File: src/ssk_pkg.sv
// Shared constants for the servo sector timing pair: the track follower
// end and the drive processor end.
// Assumes both ends are clocked by the same 20 MHz mclk.
package ssk_pkg;

    // Gate generator divider and slot decode
    localparam int DIV_W = 5;              // five-stage binary divider
    localparam int SLOT_W = 4;             // upper four divider bits
    localparam int SLOT_NS = 115;          // nominal slot length in ns
    localparam logic [4:0] DIV_LAST = 5'h1f;

    // Waveform table bit positions
    localparam int WV_A_STROBE = 0;
    localparam int WV_B_STROBE = 1;
    localparam int WV_EXTRA_WIN = 2;

    // 8 outputs by 32 entries; index is {track_lsb, slot}
    localparam logic [7:0] WAVE_ROM [32] = '{
        8'h18, 8'h28, 8'h21, 8'h21, 8'h10, 8'h10, 8'h44, 8'h44,
        8'h18, 8'h28, 8'h22, 8'h22, 8'h10, 8'h10, 8'h44, 8'h44,
        8'h18, 8'h28, 8'h22, 8'h22, 8'h10, 8'h10, 8'h44, 8'h44,
        8'h18, 8'h28, 8'h21, 8'h21, 8'h10, 8'h10, 8'h44, 8'h44
    };

    // Extra-dibit history patterns marking a sector start
    localparam logic [3:0] EVEN_PAT = 4'hb;
    localparam logic [3:0] ODD_PAT = 4'hd;

    // Intra-sector and once-around counting
    localparam int CNT_W = 8;
    localparam int SECTOR_FRAMES = 256;
    localparam int SEC_W = 7;
    localparam logic [6:0] SECTORS = 7'h5d;   // 93 marks per band

    // Processor register map (word index on the Avalon bus)
    localparam int ADDR_W = 3;
    localparam logic [2:0] REG_CTRL = 3'h0;
    localparam logic [2:0] REG_PRESET = 3'h1;
    localparam logic [2:0] REG_SKEW = 3'h2;
    localparam logic [2:0] REG_STATUS = 3'h3;
    localparam logic [2:0] REG_MEASURE = 3'h4;

    // Control register fields and reset value
    localparam int CTRL_LSB = 0;
    localparam int CTRL_SELFTEST = 1;
    localparam int CTRL_WCG = 2;
    localparam int CTRL_CLEAR = 3;
    localparam logic [2:0] CTRL_RESET = 3'h4;  // write clock gate passing

    // Status register fields
    localparam int STAT_SEEN = 0;
    localparam int STAT_ODD = 1;
    localparam int STAT_SEC_LO = 8;

endpackage

File: src/ssk_if.sv
// Link between the track follower and the drive processor end.
// Assumes both ends run on the same mclk; no crossing inside.
`timescale 1ns/1ns
`default_nettype none
interface ssk_if;
    import ssk_pkg::*;

    // Processor to follower
    logic track_lsb;
    logic selftest_enable;
    logic write_clock_gate;
    logic flag_clear;
    logic preset_load;
    logic [SEC_W-1:0] preset_sector;
    logic [CNT_W-1:0] skew_value;
    // Follower to processor
    logic sector_start_seen_flag;
    logic odd_track_seen;
    logic [SEC_W-1:0] sector_number;
    logic [CNT_W-1:0] skew_measure;

    modport follower (
        input track_lsb, selftest_enable, write_clock_gate, flag_clear,
        input preset_load, preset_sector, skew_value,
        output sector_start_seen_flag, odd_track_seen, sector_number, skew_measure
    );
    modport proc (
        output track_lsb, selftest_enable, write_clock_gate, flag_clear,
        output preset_load, preset_sector, skew_value,
        input sector_start_seen_flag, odd_track_seen, sector_number, skew_measure
    );
endinterface
`default_nettype wire

File: src/ssk_follower.sv
// Track follower digital timing: gate generator, sector decoder,
// intra-sector counter, once-around counter, skew measure and compare.
// Assumes the recovered loop clock, servo dibits, data clock pulse and
// the 4 MHz processor clock arrive as asynchronous pins.
`timescale 1ns/1ns
`default_nettype none
module ssk_follower
    import ssk_pkg::*;
#(
    parameter int FRAMES = SECTOR_FRAMES
)
(
    input wire logic mclk,
    input wire logic rst_n,
    input wire logic ce,
    input wire logic loop_clock_in,
    input wire logic servo_dibit_in,
    input wire logic data_surface_clock_pulse,
    input wire logic processor_clock_4m,
    ssk_if.follower lnk,
    output logic a_channel_strobe,
    output logic b_channel_strobe,
    output logic [7:0] timing_waves,
    output logic decoded_sector_pulse,
    output logic [CNT_W-1:0] intra_sector_count_out,
    output logic index_pulse_n,
    output logic sector_start_n
);

    // Counter must fit the sector length and hold a usable skew range
    if (FRAMES > (1 << CNT_W) || FRAMES < 8)
    begin : g_bad_frames
        $error("FRAMES does not fit the intra-sector counter");
    end

    localparam logic [CNT_W-1:0] CNT_LAST = CNT_W'(FRAMES - 1);
    localparam int PIN_LOOP = 0;
    localparam int PIN_DIBIT = 1;
    localparam int PIN_DCP = 2;
    localparam int PIN_4M = 3;

    // Rising edge of a synchronised pin
    function automatic logic rise(input logic now, input logic was);
        rise = now & ~was;
    endfunction

    logic [3:0] pin_meta_q;
    logic [3:0] pin_sync_q;
    logic [3:0] pin_prev_q;
    logic [3:0] pin_meta_d;
    logic [3:0] pin_sync_d;
    logic [3:0] pin_prev_d;
    logic [DIV_W-1:0] div_q;
    logic [DIV_W-1:0] div_d;
    logic [7:0] wave_q;
    logic [7:0] wave_d;
    logic dibit_prev_q;
    logic dibit_prev_d;
    logic extra_q;
    logic extra_d;
    logic [3:0] hist_q;
    logic [3:0] hist_d;
    logic dec_q;
    logic dec_d;
    logic odd_q;
    logic odd_d;
    logic [CNT_W-1:0] cnt_q;
    logic [CNT_W-1:0] cnt_d;
    logic [SEC_W-1:0] sec_q;
    logic [SEC_W-1:0] sec_d;
    logic idx_n_q;
    logic idx_n_d;
    logic [CNT_W-1:0] meas_q;
    logic [CNT_W-1:0] meas_d;
    logic sos_n_q;
    logic sos_n_d;
    logic seen_q;
    logic seen_d;

    // Decoded events of the current cycle
    logic loop_edge;
    logic frame_end;
    logic dibit_src;
    logic dibit_edge;
    logic [7:0] wave_now;
    logic [3:0] hist_next;
    logic sector_hit;
    logic sector_mark;
    logic skew_latch;
    logic sos_event;

    // Next-state logic for the whole follower
    always_comb
    begin
        // Two flops on every pin before any logic looks at it
        pin_meta_d = {processor_clock_4m, data_surface_clock_pulse, servo_dibit_in, loop_clock_in};
        pin_sync_d = pin_meta_q;
        pin_prev_d = pin_sync_q;

        // Divider advances on each rising edge of the recovered loop clock
        loop_edge = rise(pin_sync_q[PIN_LOOP], pin_prev_q[PIN_LOOP]);
        frame_end = loop_edge && (div_q == DIV_LAST);
        div_d = loop_edge ? div_q + 5'h01 : div_q;

        // Slot bits and track parity address the waveform table
        wave_now = WAVE_ROM[{lnk.track_lsb, div_q[DIV_W-1 -: SLOT_W]}];
        wave_d = wave_now;

        // Self test swaps servo read data for the processor clock
        dibit_src = lnk.selftest_enable ? pin_sync_q[PIN_4M] : pin_sync_q[PIN_DIBIT];
        dibit_prev_d = dibit_src;
        dibit_edge = rise(dibit_src, dibit_prev_q);

        // A dibit inside the extra window marks this frame
        extra_d = extra_q;
        if (frame_end)
        begin
            extra_d = 1'b0;
        end
        else if (dibit_edge && wave_now[WV_EXTRA_WIN])
        begin
            extra_d = 1'b1;
        end

        // Frame history matched against both sector patterns
        hist_next = {hist_q[2:0], extra_q};
        hist_d = frame_end ? hist_next : hist_q;
        sector_hit = frame_end && (hist_next == EVEN_PAT || hist_next == ODD_PAT);
        dec_d = sector_hit;
        odd_d = sector_hit ? (hist_next == ODD_PAT) : odd_q;

        // Sync only at a frame edge, so pulse and count stay in step
        cnt_d = cnt_q;
        if (sector_hit)
        begin
            cnt_d = '0;
        end
        else if (frame_end)
        begin
            cnt_d = (cnt_q == CNT_LAST) ? '0 : cnt_q + 1'b1;
        end
        sector_mark = frame_end && (cnt_d == '0);

        // Once-around count of sector marks, preset wins over counting
        sec_d = sec_q;
        idx_n_d = 1'b1;
        if (lnk.preset_load)
        begin
            sec_d = (lnk.preset_sector < SECTORS) ? lnk.preset_sector : '0;
        end
        else if (sector_mark)
        begin
            sec_d = (sec_q == SECTORS - 7'h01) ? '0 : sec_q + 7'h01;
            idx_n_d = (sec_q != SECTORS - 7'h01);
        end

        // Skew latch on data surface pulse, or on decoded start in self test
        skew_latch = rise(pin_sync_q[PIN_DCP], pin_prev_q[PIN_DCP])
                     || (lnk.selftest_enable && sector_hit);
        meas_d = skew_latch ? cnt_q : meas_q;

        // Start of sector on compare, or forced while the gate is low
        sos_event = (frame_end && (cnt_d == lnk.skew_value)) || !lnk.write_clock_gate;
        sos_n_d = !sos_event;

        // Presence flag: a new pulse beats a clear in the same cycle
        seen_d = seen_q;
        if (sos_event)
        begin
            seen_d = 1'b1;
        end
        else if (lnk.flag_clear)
        begin
            seen_d = 1'b0;
        end
    end

    // State registers, frozen while ce is low
    always_ff @(posedge mclk or negedge rst_n)
    begin
        if (!rst_n)
        begin
            pin_meta_q <= 4'h0;
            pin_sync_q <= 4'h0;
            pin_prev_q <= 4'h0;
            div_q <= 5'h00;
            wave_q <= 8'h00;
            dibit_prev_q <= 1'b0;
            extra_q <= 1'b0;
            hist_q <= 4'h0;
            dec_q <= 1'b0;
            odd_q <= 1'b0;
            cnt_q <= '0;
            sec_q <= '0;
            idx_n_q <= 1'b1;
            meas_q <= '0;
            sos_n_q <= 1'b1;
            seen_q <= 1'b0;
        end
        else if (ce)
        begin
            pin_meta_q <= pin_meta_d;
            pin_sync_q <= pin_sync_d;
            pin_prev_q <= pin_prev_d;
            div_q <= div_d;
            wave_q <= wave_d;
            dibit_prev_q <= dibit_prev_d;
            extra_q <= extra_d;
            hist_q <= hist_d;
            dec_q <= dec_d;
            odd_q <= odd_d;
            cnt_q <= cnt_d;
            sec_q <= sec_d;
            idx_n_q <= idx_n_d;
            meas_q <= meas_d;
            sos_n_q <= sos_n_d;
            seen_q <= seen_d;
        end
    end

    // Every output is a flop; strobes lag the slot by one mclk
    assign a_channel_strobe = wave_q[WV_A_STROBE];
    assign b_channel_strobe = wave_q[WV_B_STROBE];
    assign timing_waves = wave_q;
    assign decoded_sector_pulse = dec_q;
    assign intra_sector_count_out = cnt_q;
    assign index_pulse_n = idx_n_q;
    assign sector_start_n = sos_n_q;
    assign lnk.sector_start_seen_flag = seen_q;
    assign lnk.odd_track_seen = odd_q;
    assign lnk.sector_number = sec_q;
    assign lnk.skew_measure = meas_q;

endmodule // ssk_follower
`default_nettype wire

File: src/flat_wrapper.sv
// flat-port wrapper written by rule: the top's interface ports become plain ports
module ssk_follower_flat import ssk_pkg::*;
#(
    parameter int FRAMES = SECTOR_FRAMES
)
  (mclk, rst_n, ce, loop_clock_in, servo_dibit_in, data_surface_clock_pulse, processor_clock_4m, a_channel_strobe, b_channel_strobe, timing_waves, decoded_sector_pulse, intra_sector_count_out, index_pulse_n, sector_start_n, lnk_track_lsb, lnk_selftest_enable, lnk_write_clock_gate, lnk_flag_clear, lnk_preset_load, lnk_preset_sector, lnk_skew_value, lnk_sector_start_seen_flag, lnk_odd_track_seen, lnk_sector_number, lnk_skew_measure);
  ssk_if lnk_i ();
  input wire logic mclk;
  input wire logic rst_n;
  input wire logic ce;
  input wire logic loop_clock_in;
  input wire logic servo_dibit_in;
  input wire logic data_surface_clock_pulse;
  input wire logic processor_clock_4m;
  output logic a_channel_strobe;
  output logic b_channel_strobe;
  output logic [7:0] timing_waves;
  output logic decoded_sector_pulse;
  output logic [CNT_W-1:0] intra_sector_count_out;
  output logic index_pulse_n;
  output logic sector_start_n;
  input wire logic [$bits(lnk_i.track_lsb)-1:0] lnk_track_lsb;
  input wire logic [$bits(lnk_i.selftest_enable)-1:0] lnk_selftest_enable;
  input wire logic [$bits(lnk_i.write_clock_gate)-1:0] lnk_write_clock_gate;
  input wire logic [$bits(lnk_i.flag_clear)-1:0] lnk_flag_clear;
  input wire logic [$bits(lnk_i.preset_load)-1:0] lnk_preset_load;
  input wire logic [$bits(lnk_i.preset_sector)-1:0] lnk_preset_sector;
  input wire logic [$bits(lnk_i.skew_value)-1:0] lnk_skew_value;
  output wire logic [$bits(lnk_i.sector_start_seen_flag)-1:0] lnk_sector_start_seen_flag;
  output wire logic [$bits(lnk_i.odd_track_seen)-1:0] lnk_odd_track_seen;
  output wire logic [$bits(lnk_i.sector_number)-1:0] lnk_sector_number;
  output wire logic [$bits(lnk_i.skew_measure)-1:0] lnk_skew_measure;
  assign lnk_i.track_lsb = lnk_track_lsb;
  assign lnk_i.selftest_enable = lnk_selftest_enable;
  assign lnk_i.write_clock_gate = lnk_write_clock_gate;
  assign lnk_i.flag_clear = lnk_flag_clear;
  assign lnk_i.preset_load = lnk_preset_load;
  assign lnk_i.preset_sector = lnk_preset_sector;
  assign lnk_i.skew_value = lnk_skew_value;
  assign lnk_sector_start_seen_flag = lnk_i.sector_start_seen_flag;
  assign lnk_odd_track_seen = lnk_i.odd_track_seen;
  assign lnk_sector_number = lnk_i.sector_number;
  assign lnk_skew_measure = lnk_i.skew_measure;
  ssk_follower #(.FRAMES(FRAMES)) u_core (.mclk(mclk), .rst_n(rst_n), .ce(ce), .loop_clock_in(loop_clock_in), .servo_dibit_in(servo_dibit_in), .data_surface_clock_pulse(data_surface_clock_pulse), .processor_clock_4m(processor_clock_4m), .lnk(lnk_i), .a_channel_strobe(a_channel_strobe), .b_channel_strobe(b_channel_strobe), .timing_waves(timing_waves), .decoded_sector_pulse(decoded_sector_pulse), .intra_sector_count_out(intra_sector_count_out), .index_pulse_n(index_pulse_n), .sector_start_n(sector_start_n));
endmodule
File: config.mk
export PLATFORM = sky130hd
export DESIGN_NAME = ssk_follower_flat
export DESIGN_NICKNAME = d
export VERILOG_FILES = /design/src/ssk_pkg.sv /design/src/ssk_if.sv /design/src/ssk_follower.sv /design/src/flat_wrapper.sv
export SDC_FILE = /design/constraint.sdc
export NUM_CORES = 1
export LEC_CHECK = 0
export BUFFER_PORTS_ARGS = -buffer_cell sky130_fd_sc_hd__clkbuf_2
export CAP_MARGIN = 10
export CORE_MARGIN = 2
export CORE_UTILIZATION = 44
export DETAILED_ROUTE_END_ITERATION = 10
export PLACE_DENSITY = 0.7
export SLEW_MARGIN = 20
export SYNTH_ARGS = -nofsm -noshare
export SYNTH_HDL_FRONTEND = slang
export SYNTH_SLANG_ARGS = --single-unit
File: constraint.sdc
create_clock -name mclk -period 4.1 [get_ports mclk]
set_clock_uncertainty 0.05 [all_clocks]
set_input_delay 0.205 -clock mclk [delete_from_list [all_inputs] [get_ports mclk]]
set_output_delay 0.205 -clock mclk [all_outputs]
set_load 0.01 [all_outputs]
## Yosys cells after proc, flatten, opt, wreduce, memory -nomap -nowiden

Memories as Yosys holds them, arrays and structs flattened.
Cells that the tools add are included.

| storage, ports and cells | value |
|---|---|
| logic and storage cells | 74 |
| flip-flop bits (word level) | 57 |
| input port bits | 27 |
| bits in read-only memories | 256 |
| memories | 1 |
| output and inout bits | 38 |

| operators by class | value |
|---|---|
| reduce and logical (&&, ||, !) cells | 22 |
| equality and inequality tests | 7 |
| mux-type cells | 16 |
| magnitude comparators | 2 |
| add/subtract/negate cells | 3 |
| bitwise gates (word level) | 7 |

Memories:

| name | depth | bits a word | rd ports | clocked after Yosys merged registers in | wr ports | RTL line | source |
|---|---|---|---|---|---|---|---|
| (no name shown) | 32 | 8 | 1 | 0 | 0 | ssk_follower.sv:106 | `wave_now = WAVE_ROM[{lnk.track_lsb, div_q[DIV_W-1 -: SLOT_W]}];` |

Operators by type and width:

| cell | count |
|---|---|
| 8-bit two-way mux | 5 |
| 7-bit two-way mux | 4 |
| 2-bit AND reduction | 7 |
| 8-bit by 1-bit adder with 8-bit output, second input constant | 1 |
| 4-bit == test, second input constant | 2 |
| 8-bit == test | 1 |
| 8-bit == test, second input constant | 1 |
| 8-bit zero test | 1 |
| 7-bit by 1-bit adder with 7-bit output, second input constant | 1 |
| 7-bit == test, second input constant | 1 |
| 7-bit < comparator, second input constant | 1 |
| 1-bit two-way mux | 7 |
| 7-bit != test, second input constant | 1 |
| 6-bit greater-or-equal comparator, second input constant | 1 |
| 1-bit logical AND | 6 |
| 5-bit NOT with 6-bit output | 1 |
| 2-bit nonzero test | 3 |
| 5-bit by 1-bit adder with 5-bit output, second input constant | 1 |
| 5-bit == test, second input constant | 1 |
| 1-bit AND | 3 |
| 1-bit logical OR | 3 |
| 1-bit NOT | 3 |
| 1-bit zero test | 2 |

## Longest topological paths before layout

Gate-level depths: netlist of run 1.

| depth | value |
|---|---|
| depth in word-level cells | 10 |
| mapped depth | 11 |
| mapped depth without buffers | 9 |

## Least setup slack after synthesis of run 1

OpenSTA, ideal clock, no wires.

| timing path | value |
|---|---|
| path type | register to register |
| from | register u_core.div_q[2] |
| to | register u_core.sos_n_q, in the netlist u_core.sector_start_n |
| required time | 3.968 ns |
| stages on the path, launching flop included | 10 |
| path buffers | 1 |
| clock period less this slack | 2.881 ns |
| arrival time | 2.749 ns |
| setup slack | 1.219 ns |
| setup time | 0.082 ns |
| cell sequence | dfrtp_1 clkbuf_1 and3_1 ha_1 nand3b_4 or3_4 a21o_1 a2111o_1 or4_1 o31a_1 |

| between the ends | value |
|---|---|
| word-level cells in the longest chain between the ends | 8 |

RTL lines:

| item | RTL line | source |
|---|---|---|
| start, declared | ssk_follower.sv:53 | `logic [DIV_W-1:0] div_q;` |
| start signal, assigned | ssk_follower.sv:205 | `div_q <= div_d;` |
| 5-bit == test * | ssk_follower.sv:102 | `frame_end = loop_edge && (div_q == DIV_LAST);` |
| 1-bit logical AND * | ssk_follower.sv:102 |  |
| 8-bit two-way mux or 1-bit logical AND (tied branches) | ssk_follower.sv:138, ssk_follower.sv:128 |  |
| 8-bit two-way mux | ssk_follower.sv:134 | `if (sector_hit)` |
| 8-bit == test | ssk_follower.sv:163 | `sos_event = (frame_end && (cnt_d == lnk.skew_value)) \|\| !lnk.write_clock_gate;` |
| 1-bit logical AND * | ssk_follower.sv:163 |  |
| 1-bit logical OR * | ssk_follower.sv:163 |  |
| 1-bit zero test * | ssk_follower.sv:164 | `sos_n_d = !sos_event;` |
| end signal, assigned | ssk_follower.sv:216 | `sos_n_q <= sos_n_d;` |
| end, declared | ssk_follower.sv:75 | `logic sos_n_q;` |

Every way passes the cells marked *; elsewhere a longest branch is shown, timed or not.
A chain may end at the register's enable or synchronous reset.

## Worst setup path in the final report of run 1

| timing path | value |
|---|---|
| from | register u_core.div_q[1] |
| to | register u_core.sos_n_q, in the netlist u_core.sector_start_n |

The elaborated chain is that of the path after synthesis.

==> results of run 1 <==
-- stage by stage --
stage / setup slack, ns / cell area (um^2) / util, % / power, uW
final: 0.614 / 3450 / 51.4 / 1280
after global routing: 0.359 / 3450 / 51.4 / 1370
after CTS: 0.602 / 3450 / 51.4 / 1300
after detailed placement: 0.628 / 3360 / 50.0 / 1000
after global placement: 0.774 / 3360 / 50.0 / 996
after floorplan: 1.22 / 3020 / - / 888
-- placed cells by master (no fill, tap or decap), types with 9 or more instances in the layout --
cell type  count
a21oi_1       12
dfrtp_1       52
o21ai_0       16
nor3_1        11
nand2_1       33
clkbuf_2      63
nor2_1        13
o31ai_1       10
mux2_2        22
xnor2_1        9
-- worst max-delay path, stage by stage (launching register included) --
cell and delay [ns]:
dfrtp_1 0.42, ha_1 0.18, and3_1 0.16, ha_1 0.23, nand3b_4 0.19, nor3_1 0.86
a21oi_1 0.08, a2111o_1 0.42, or4_1 0.52, o31a_1 0.31
-- worst paths after layout --
| path | end | slack [ns] | start | cells after the start |
|---|---|---|---|---|
| setup / recovery | u_core.sector_start_n$_DFFE_PN1P_ | 0.61 | u_core.div_q[1]$_DFFE_PN0P_ | 9 |
| hold reg to reg | u_core.timing_waves[4]$_DFFE_PN0P_ | 0.45 | u_core.timing_waves[4]$_DFFE_PN0P_ | 1 |
| max in group asynchronous | u_core.div_q[2]$_DFFE_PN0P_ | 3.04 | rst_n | 3 |
| min in group asynchronous | u_core.lnk.skew_measure[5]$_DFFE_PN0P_ | 0.49 | rst_n | 3 |
| setup reg to reg | u_core.sector_start_n$_DFFE_PN1P_ | 0.61 | u_core.div_q[1]$_DFFE_PN0P_ | 9 |
| hold / removal | u_core.pin_meta_q[2]$_DFFE_PN0P_ | 0.08 | data_surface_clock_pulse | 2 |
-- kinds of logic (layout without fill, tap and decap cells) --
group	Yosys count	count (layout)	synth area share, %
buffers and inverters	29	83	4.31
multiplexers	25	25	9.20
other	1	1	0.124
AO/OA/AOI/OAI	74	74	16.9
AND/OR/NAND/NOR	104	104	18.8
adder cells (fa/ha/maj)	5	5	2.07
XOR/XNOR	13	13	3.77
flip-flops	54	54	44.8
-- timing repair --
action | 4_1_cts | 5_1_grt
setup buffers | 0 | 0
hold endpoints to repair | 42 | 0
hold buffers | 1 | 0
-- power breakdown --
part	switching, uW	internal [uW]	leakage, uW	total [uW]
registers	81.7	618	0.000684	700
logic	149	141	0.000881	290
clock network	172	121	0.0000452	293
total	403	880	0.00161	1280
-- cell usage after synthesis (4+ instances only) --
library cell   n
dfrtp_1       52
nand2_1       33
mux2_2        22
o21ai_0       16
clkbuf_1      14
nor2_1        13
a21oi_1       12
nor3_1        11
o31ai_1       10
xnor2_1        9
inv_1          7
nand3_1        7
buf_4          5
ha_1           5
nand4_1        5
o22ai_1        5
or3_1          5
and3_1         4
nor2b_1        4
xor2_1         4
-- flip-flops by register name (all words and copies together) (netlist names) --
signal	flops
u_core.decoded_sector_pulse	1
u_core.dibit_prev_q	1
u_core.div_q	5
u_core.extra_q	1
u_core.hist_q	3
u_core.index_pulse_n	1
u_core.intra_sector_count_out	8
u_core.lnk.odd_track_seen	1
u_core.lnk.sector_number	7
u_core.lnk.sector_start_seen_flag	1
u_core.lnk.skew_measure	8
u_core.pin_meta_q	4
u_core.pin_prev_d	4
u_core.pin_prev_q	2
u_core.sector_start_n	1
u_core.timing_waves	6
-- per-layer routing --
| metal | wire length, um | vias to the layer above | global-route usage (%) |
|---|---|---|---|
| met5 | 0 | - | 0 |
| met1 | 3050 | 1240 | 24.8 |
| li1 | - | 1224 | - |
| met2 | 3380 | 58 | 31.3 |
| met4 | 36 | 0 | 4.69 |
| met3 | 360 | 5 | 4.00 |
-- area by class of cell --
class                   instances  area (um^2)
well taps                      80          100
clock inverters                 2         13.8
repair buffers                 67          348
flip-flops and latches         54         1350
clock buffers                   6         72.6
inverters                       8         30.0
multi-input cells             222         1540
fillers                       635         3270
==> results.sh, run 1 <==
export IMPL_antenna_left=0
export IMPL_clk_latency_ns=0.30
export IMPL_drt_iter0_drc=149
export IMPL_layout_nets=390
export IMPL_synth_top_area_share_pct=43.1
export IMPL_tritoncts="yes"
export IMPL_synth_yosys_seq_area_share_pct=44.8
export IMPL_synth_edff_count=0
export IMPL_cts_root_buf="clkbuf_8"
export IMPL_layout_drive_gt1_share_pct=29.2
export IMPL_fin_crit_ns=3.49
export IMPL_wirelength_um=6830
export IMPL_die_area_um2=7540
export IMPL_cts_sinks=54
export IMPL_detail_route_vias_per_cell=5.76
export IMPL_synth_distinct_cells=61
export IMPL_cts_made_buffers=5
export IMPL_core_area_um2=6720
export IMPL_postSynthAreaPerCell_um2=9.90
export IMPL_io_pins=65
export IMPL_cp_arrival_ns=3.68
export IMPL_setup_tns_ns=0
export IMPL_synth_net_count=337
export IMPL_setup_viol=0
export IMPL_hold_violations=0
export IMPL_grt_max_degree=55
export IMPL_start_util_pct=44.9
export IMPL_maxCapViolCount=0
export IMPL_syn2layout_area_growth_pct=14.4
export IMPL_htree_levels=2
export IMPL_critical_path_class="flop to flop"
export IMPL_grt_setup_unrepaired="false"
export IMPL_post_dp_hpwl_um=5030
export IMPL_dieWidth_um=86.8
export IMPL_synth_async_reset_ratio_pct=100
export IMPL_ys_ff_latch=54
export IMPL_clk_pin_slew_ns=0.10
export IMPL_dp_cells=430
export IMPL_grt_pass1_wl_um=11300
export IMPL_power_density_nw_per_um2=372
export IMPL_overflow=0
export IMPL_drt_pass1_iterations=4
export IMPL_leakagePower_uw=0.00161
export IMPL_cts_resized=0
export IMPL_clk_path_buf_depth=2
export IMPL_row_count=30
export IMPL_drv_slew=0
export IMPL_period_share_pct=85.0
export IMPL_drc=0
export IMPL_grt_total_usage_pct=18.7
export IMPL_detail_route_wl_per_cell_um=15.6
export IMPL_hp_class="input port to flop"
export IMPL_syn_inst=305
export IMPL_status="completed"
export IMPL_stdcell_count=439
export IMPL_antenna_found_initial=0
export IMPL_synth_ff_type="dfrtp_1"
export IMPL_vias=2527
export IMPL_endpoint_kind="flop"
export IMPL_fmax_ghz=0.287
export IMPL_die_h_um=86.8
export IMPL_relSlewSlack_pct=32.2
export IMPL_critPathRequiredTime_ns=4.30
export IMPL_diodes=0
export IMPL_worst_pin_slew_ns=1.01
export IMPL_synth_area_leader_cell="dfrtp_1"
export IMPL_ir_worst_vdd_uv=257
export IMPL_synth_area_um2=3020
export IMPL_synth_warnings=0
export IMPL_io_buffers=63
export IMPL_whs_ns=0.0755
export IMPL_gp_congestion=0.926
export IMPL_grt_pass1_vias=2387
export IMPL_yosys_top_cells_area="dfrtp_1 43%, mux2_2 8.2%, nand2_1 4.1%"
export IMPL_worst_setup_path_start_kind="flop"
export IMPL_cp_max_fo=18
Power figures use the tool's default switching activity.
==> inputs of run 2 (changes only) <==
--- a/config.mk
+++ b/config.mk
@@ -7,8 +7,10 @@
 export LEC_CHECK = 0
 export BUFFER_PORTS_ARGS = -buffer_cell sky130_fd_sc_hd__clkbuf_2
 export CAP_MARGIN = 10
+export CORE_ASPECT_RATIO = 1.1
 export CORE_MARGIN = 2
 export CORE_UTILIZATION = 44
+export CTS_CLUSTER_SIZE = 8
 export DETAILED_ROUTE_END_ITERATION = 10
 export PLACE_DENSITY = 0.7
 export SLEW_MARGIN = 20
==> results.sh, run 2 (synthesized netlist as in run 1, its figures left out) <==
export IMPL_final_cell_mix="63 x clkbuf_2, 52 x dfrtp_1, 33 x nand2_1"
export IMPL_cp_arrival_ns=3.68
export IMPL_diodes=0
export IMPL_drc=0
export IMPL_cts_made_buffers=5
export IMPL_clock_power_share_pct=30.0
export IMPL_gp_congestion=0.874
export IMPL_worst_setup_path_start_kind="flop"
export IMPL_period_share_pct=84.8
export IMPL_dr_wl_met3_um=441
export IMPL_drt_iter0_drc=223
export IMPL_cts_sinks=54
export IMPL_io_buffers=63
export IMPL_vias=2534
export IMPL_relSlewSlack_pct=31.2
export IMPL_grt_pass1_vias=2375
export IMPL_power_density_nw_per_um2=404
export IMPL_whs_ns=0.0702
export IMPL_critPathRequiredTime_ns=4.30
export IMPL_start_util_pct=45.5
export IMPL_cts_setup_buffers=0
export IMPL_core_area_um2=6630
export IMPL_r2r_slack_ns=0.62
export IMPL_htree_levels=2
export IMPL_status="completed"
export IMPL_hp_class="input port to flop"
export IMPL_wirelength_um=7000
export IMPL_die_area_um2=7540
export IMPL_antenna_left=0
export IMPL_r2r_start="u_core.div_q[1]$_DFFE_PN0P_"
export IMPL_cp_endpoint="u_core.sector_start_n$_DFFE_PN1P_"
export IMPL_postPlaceCellArea_um2=3360
export IMPL_grt_total_usage_pct=18.8
export IMPL_p_int_uw=1000
export IMPL_clk_pin_slew_ns=0.10
export IMPL_dieWidth_um=83.0
export IMPL_dp_slack_ns=0.666
export IMPL_grt_setup_unrepaired="false"
export IMPL_worst_slack_ns=0.623
export IMPL_maxCapViolCount=0
export IMPL_cp_max_fo=18
export IMPL_hold_violations=0
export IMPL_setup_viol=0
export IMPL_io_pins=65
export IMPL_ir_worst_vdd_uv=299
export IMPL_post_dp_hpwl_um=5000
export IMPL_wl_met2_um=3330
export IMPL_grt_max_degree=55
export IMPL_grt_pass1_wl_um=11600
export IMPL_maxUsedRoutingLayer="met4"
export IMPL_crit_start="u_core.div_q[1]$_DFFE_PN0P_"
export IMPL_drv_slew=0
export IMPL_total_power_uw=1420
export IMPL_detail_route_wl_per_cell_um=15.9
export IMPL_hold_buffers=1
export IMPL_die_h_um=90.9
export IMPL_leakagePower_uw=0.00163
export IMPL_reg2reg_to="u_core.sector_start_n$_DFFE_PN1P_"
export IMPL_clk_latency_ns=0.31
export IMPL_drt_pass1_iterations=5
export IMPL_cts_root_buf="clkbuf_8"
export IMPL_antenna_found_initial=0
export IMPL_worst_pin_slew_ns=1.02
export IMPL_seq_power_share_pct=49.4
export IMPL_row_count=31
export IMPL_final_area_um2=3510
export IMPL_rr_worst_depth=9
export IMPL_critical_path_class="flop to flop"
export IMPL_p_sw_share_pct=29.1
export IMPL_overflow=0
export IMPL_p_switching_uw=412
export IMPL_setup_tns_ns=0
export IMPL_endpoint_kind="flop"
export IMPL_layout_nets=390
export IMPL_syn2layout_area_growth_pct=16.2
export IMPL_hp_start="servo_dibit_in"
export IMPL_fmax_ghz=0.288
export IMPL_p_comb_share_pct=20.6
export IMPL_final_common_cell="clkbuf_2"
export IMPL_layout_drive_gt1_share_pct=29.5
export IMPL_clk_path_buf_depth=2
export IMPL_drt_met1_wl_um=3100
export IMPL_cts_resized=0
export IMPL_detail_route_vias_per_cell=5.75
export IMPL_tritoncts="yes"
export IMPL_fin_crit_ns=3.48
[run 2: changes by cell type in the layout (fill, tap and decap cells not counted), sizes merged]
cell    before  now
bufinv       0    2
clkbuf      69   68
clkinv       3    2
[run 2: power by group through the flow]
stage | clock network [uW] | logic (uW) | registers (uW)
global route | 462 | 330 | 715
floorplan | 0 | 180 | 708
detailed placement | 0 | 294 | 710
CTS | 443 | 297 | 700
finish | 425 | 292 | 699
global placement | 0 | 290 | 706
[run 2: worst min path at each step]
| stage | slack, ns | endpoint | cells past startpoint |
|---|---|---|---|
| 6_report | 0.07 | u_core.pin_meta_q[1]$_DFFE_PN0P_ | 2 |
| 5_1_grt | 0.06 | u_core.pin_meta_q[1]$_DFFE_PN0P_ | 2 |
| 4_1_cts | 0.06 | u_core.pin_meta_q[1]$_DFFE_PN0P_ | 2 |
| 3_5_place_dp | 0.33 | u_core.lnk.skew_measure[7]$_DFFE_PN0P_ | 2 |
| 3_3_place_gp | 0.33 | u_core.lnk.skew_measure[4]$_DFFE_PN0P_ | 2 |
| 2_1_floorplan | -0.14 | u_core.decoded_sector_pulse$_DFFE_PN0P_ | 0 |
[run 2: routing by layer]
layer	global-route usage (%)	vias to the layer above
met4	5.87	0
met1	24.9	1207
li1	-	1227
met2	31.0	86
met5	0	-
met3	3.93	14
[run 2: area by class of cell]
type / count / area (um^2)
fill: 614 / 3130
multi-input combinational: 222 / 1540
sequential: 54 / 1350
timing repair buffer: 67 / 348
tap: 82 / 103
clock buffer: 5 / 68.8
clock inverter: 3 / 68.8
inverter: 8 / 30.0
[run 2: stage by stage]
stage / cells / util, %
5_1_grt: 441 / 52.9
3_5_place_dp: 432 / 50.7
4_1_cts: 441 / 52.9
2_1_floorplan: 305 / -
6_report: 441 / 52.9
3_3_place_gp: 432 / 50.7
[run 2: worst max-delay path: stages (launching register included)]
cell	delay, ns
dfrtp_1	0.42
ha_1	0.18
and3_1	0.16
ha_1	0.22
nand3b_4	0.20
nor3_1	0.88
a21oi_1	0.08
a2111o_1	0.41
or4_1	0.50
o31a_1	0.32
==> inputs of run 3 (changes only) <==
==> constraint.sdc (replaced) <==
create_clock -name mclk -period 3.5 [get_ports mclk]
set_clock_uncertainty 0.05 [all_clocks]
set_input_delay 0.175 -clock mclk [delete_from_list [all_inputs] [get_ports mclk]]
set_output_delay 0.175 -clock mclk [all_outputs]
set_load 0.01 [all_outputs]
==> results.sh, run 3 (synthesized netlist as in run 1, its figures left out) <==
export IMPL_num_fill_cells=649
export IMPL_worst_setup_path_start_kind="flop"
export IMPL_syn2layout_area_growth_pct=15.3
export IMPL_setup_viol=0
export IMPL_diodes=0
export IMPL_layout_nets=392
export IMPL_p_int_uw=1050
export IMPL_detail_route_wl_per_cell_um=15.5
export IMPL_htree_levels=2
export IMPL_fmax_ghz=0.322
export IMPL_status="completed"
export IMPL_hold_buffers=1
export IMPL_io_buffers=63
export IMPL_die_area_um2=7540
export IMPL_hp_class="input port to flop"
export IMPL_start_util_pct=45.5
export IMPL_reg2reg_to="u_core.sector_start_n$_DFFE_PN1P_"
export IMPL_ir_worst_vdd_uv=238
export IMPL_cp_max_fo=18
export IMPL_final_util_pct=52.5
export IMPL_rr_worst_depth=9
export IMPL_cts_sinks=54
export IMPL_cts_root_buf="clkbuf_8"
export IMPL_endpoint_kind="flop"
export IMPL_r2r_start="u_core.div_q[1]$_DFFE_PN0P_"
export IMPL_worst_pin_slew_ns=0.770
export IMPL_die_h_um=90.9
export IMPL_drt_pass1_iterations=4
export IMPL_final_common_cell="clkbuf_2"
export IMPL_hold_violations=0
export IMPL_io_pins=65
export IMPL_clk_pin_slew_ns=0.10
export IMPL_detail_route_vias_per_cell=5.67
export IMPL_holdPathStages=2
export IMPL_grt_setup_unrepaired="false"
export IMPL_post_dp_hpwl_um=5040
export IMPL_fin_crit_ns=3.10
export IMPL_p_switching_uw=483
export IMPL_critPathRequiredTime_ns=3.70
export IMPL_clk_latency_ns=0.31
export IMPL_seq_power_share_pct=53.9
export IMPL_p_sw_share_pct=31.6
export IMPL_hold_end="u_core.pin_meta_q[1]$_DFFE_PN0P_"
export IMPL_drc=0
export IMPL_vias=2513
export IMPL_row_count=31
export IMPL_cts_made_buffers=5
export IMPL_drv_slew=0
export IMPL_grt_max_degree=34
export IMPL_grt_pass1_wl_um=11700
export IMPL_antenna_left=0
export IMPL_grt_total_usage_pct=19.1
export IMPL_hp_start="servo_dibit_in"
export IMPL_cts_setup_buffers=0
export IMPL_leakagePower_uw=0.00162
export IMPL_r2r_slack_ns=0.40
export IMPL_gp_congestion=0.900
export IMPL_core_area_um2=6630
export IMPL_p_comb_share_pct=22.1
export IMPL_total_power_uw=1530
export IMPL_final_cell_mix="63 x clkbuf_2, 52 x dfrtp_1, 33 x nand2_1"
export IMPL_period_share_pct=88.7
export IMPL_power_density_nw_per_um2=440
export IMPL_cts_resized=0
export IMPL_overflow=0
export IMPL_wirelength_um=6880
export IMPL_drt_iter0_drc=157
export IMPL_layout_drive_gt1_share_pct=29.9
export IMPL_maxCapViolCount=0
export IMPL_grt_pass1_vias=2398
export IMPL_relSlewSlack_pct=48.2
export IMPL_crit_start="u_core.div_q[1]$_DFFE_PN0P_"
export IMPL_clk_path_buf_depth=2
export IMPL_antenna_found_initial=0
export IMPL_critical_path_class="flop to flop"
export IMPL_dieWidth_um=83.0
export IMPL_setup_tns_ns=0
export IMPL_tritoncts="yes"
export IMPL_cp_arrival_ns=3.31
export IMPL_clock_power_share_pct=23.9
run 3: cell types whose count changed in the layout (fill, tap and decap cells not counted), sizes merged:
cell	previous run	this run
bufinv	2	0
buf	3	5
clkbuf	68	69
clkinvlp	0	1
run 3: stage by stage:
stage               worst slack [ns]  instances  instance area (um^2)  hold WS (ns)
finish                         0.397        443                  3480        0.0348
CTS                            0.392        443                  3480        0.0274
global route                  0.0916        443                  3480        0.0262
detailed placement             0.403        434                  3370         0.163
global placement               0.445        434                  3370         0.160
floorplan                      0.619        305                  3020        -0.171
run 3: layout make-up:
| class | instances | area (um^2) | share of cell area (%) |
|---|---|---|---|
| timing repair buffer | 69 | 363 | 10.4 |
| tap | 82 | 103 | 2.95 |
| multi-input combinational | 222 | 1540 | 44.1 |
| clock inverter | 2 | 12.5 | 0.360 |
| clock buffer | 6 | 82.6 | 2.37 |
| sequential | 54 | 1350 | 38.9 |
| inverter | 8 | 30.0 | 0.863 |
run 3: worst max path at each step:
| stage | end | slack [ns] |
|---|---|---|
| floorplan | u_core.sector_start_n$_DFFE_PN1P_ | 0.62 |
| global placement | u_core.sector_start_n$_DFFE_PN1P_ | 0.45 |
| detailed placement | u_core.sector_start_n$_DFFE_PN1P_ | 0.40 |
| CTS | u_core.sector_start_n$_DFFE_PN1P_ | 0.39 |
| global route | u_core.lnk.sector_number[3]$_DFFE_PN0P_ | 0.09 |
| finish | u_core.sector_start_n$_DFFE_PN1P_ | 0.40 |
run 3: worst max-delay path, stage by stage (launching register included):
cell      delay [ns]
dfrtp_1         0.43
ha_1            0.18
and3_1          0.16
ha_1            0.22
nand3b_4        0.19
or3_4           0.42
a21o_1          0.16
a2111o_1        0.39
or4_1           0.53
o31a_1          0.32
run 3: power groups by stage:
stage               combinational (uW)  sequential [uW]  clock [uW]
floorplan                          210              829           0
global placement                   337              829           0
detailed placement                 342              837           0
CTS                                345              825         386
global route                       382              842         409
finish                             339              826         367
run 3: routing by layer:
layer | global-route usage [%] | vias to the layer above | part of all wire [%]
met5 | 0 | - | 0
met3 | 4.30 | 11 | 5.0
met2 | 30.7 | 69 | 47
met4 | 6.83 | 0 | 1.5
met1 | 25.3 | 1204 | 46
li1 | - | 1229 | -
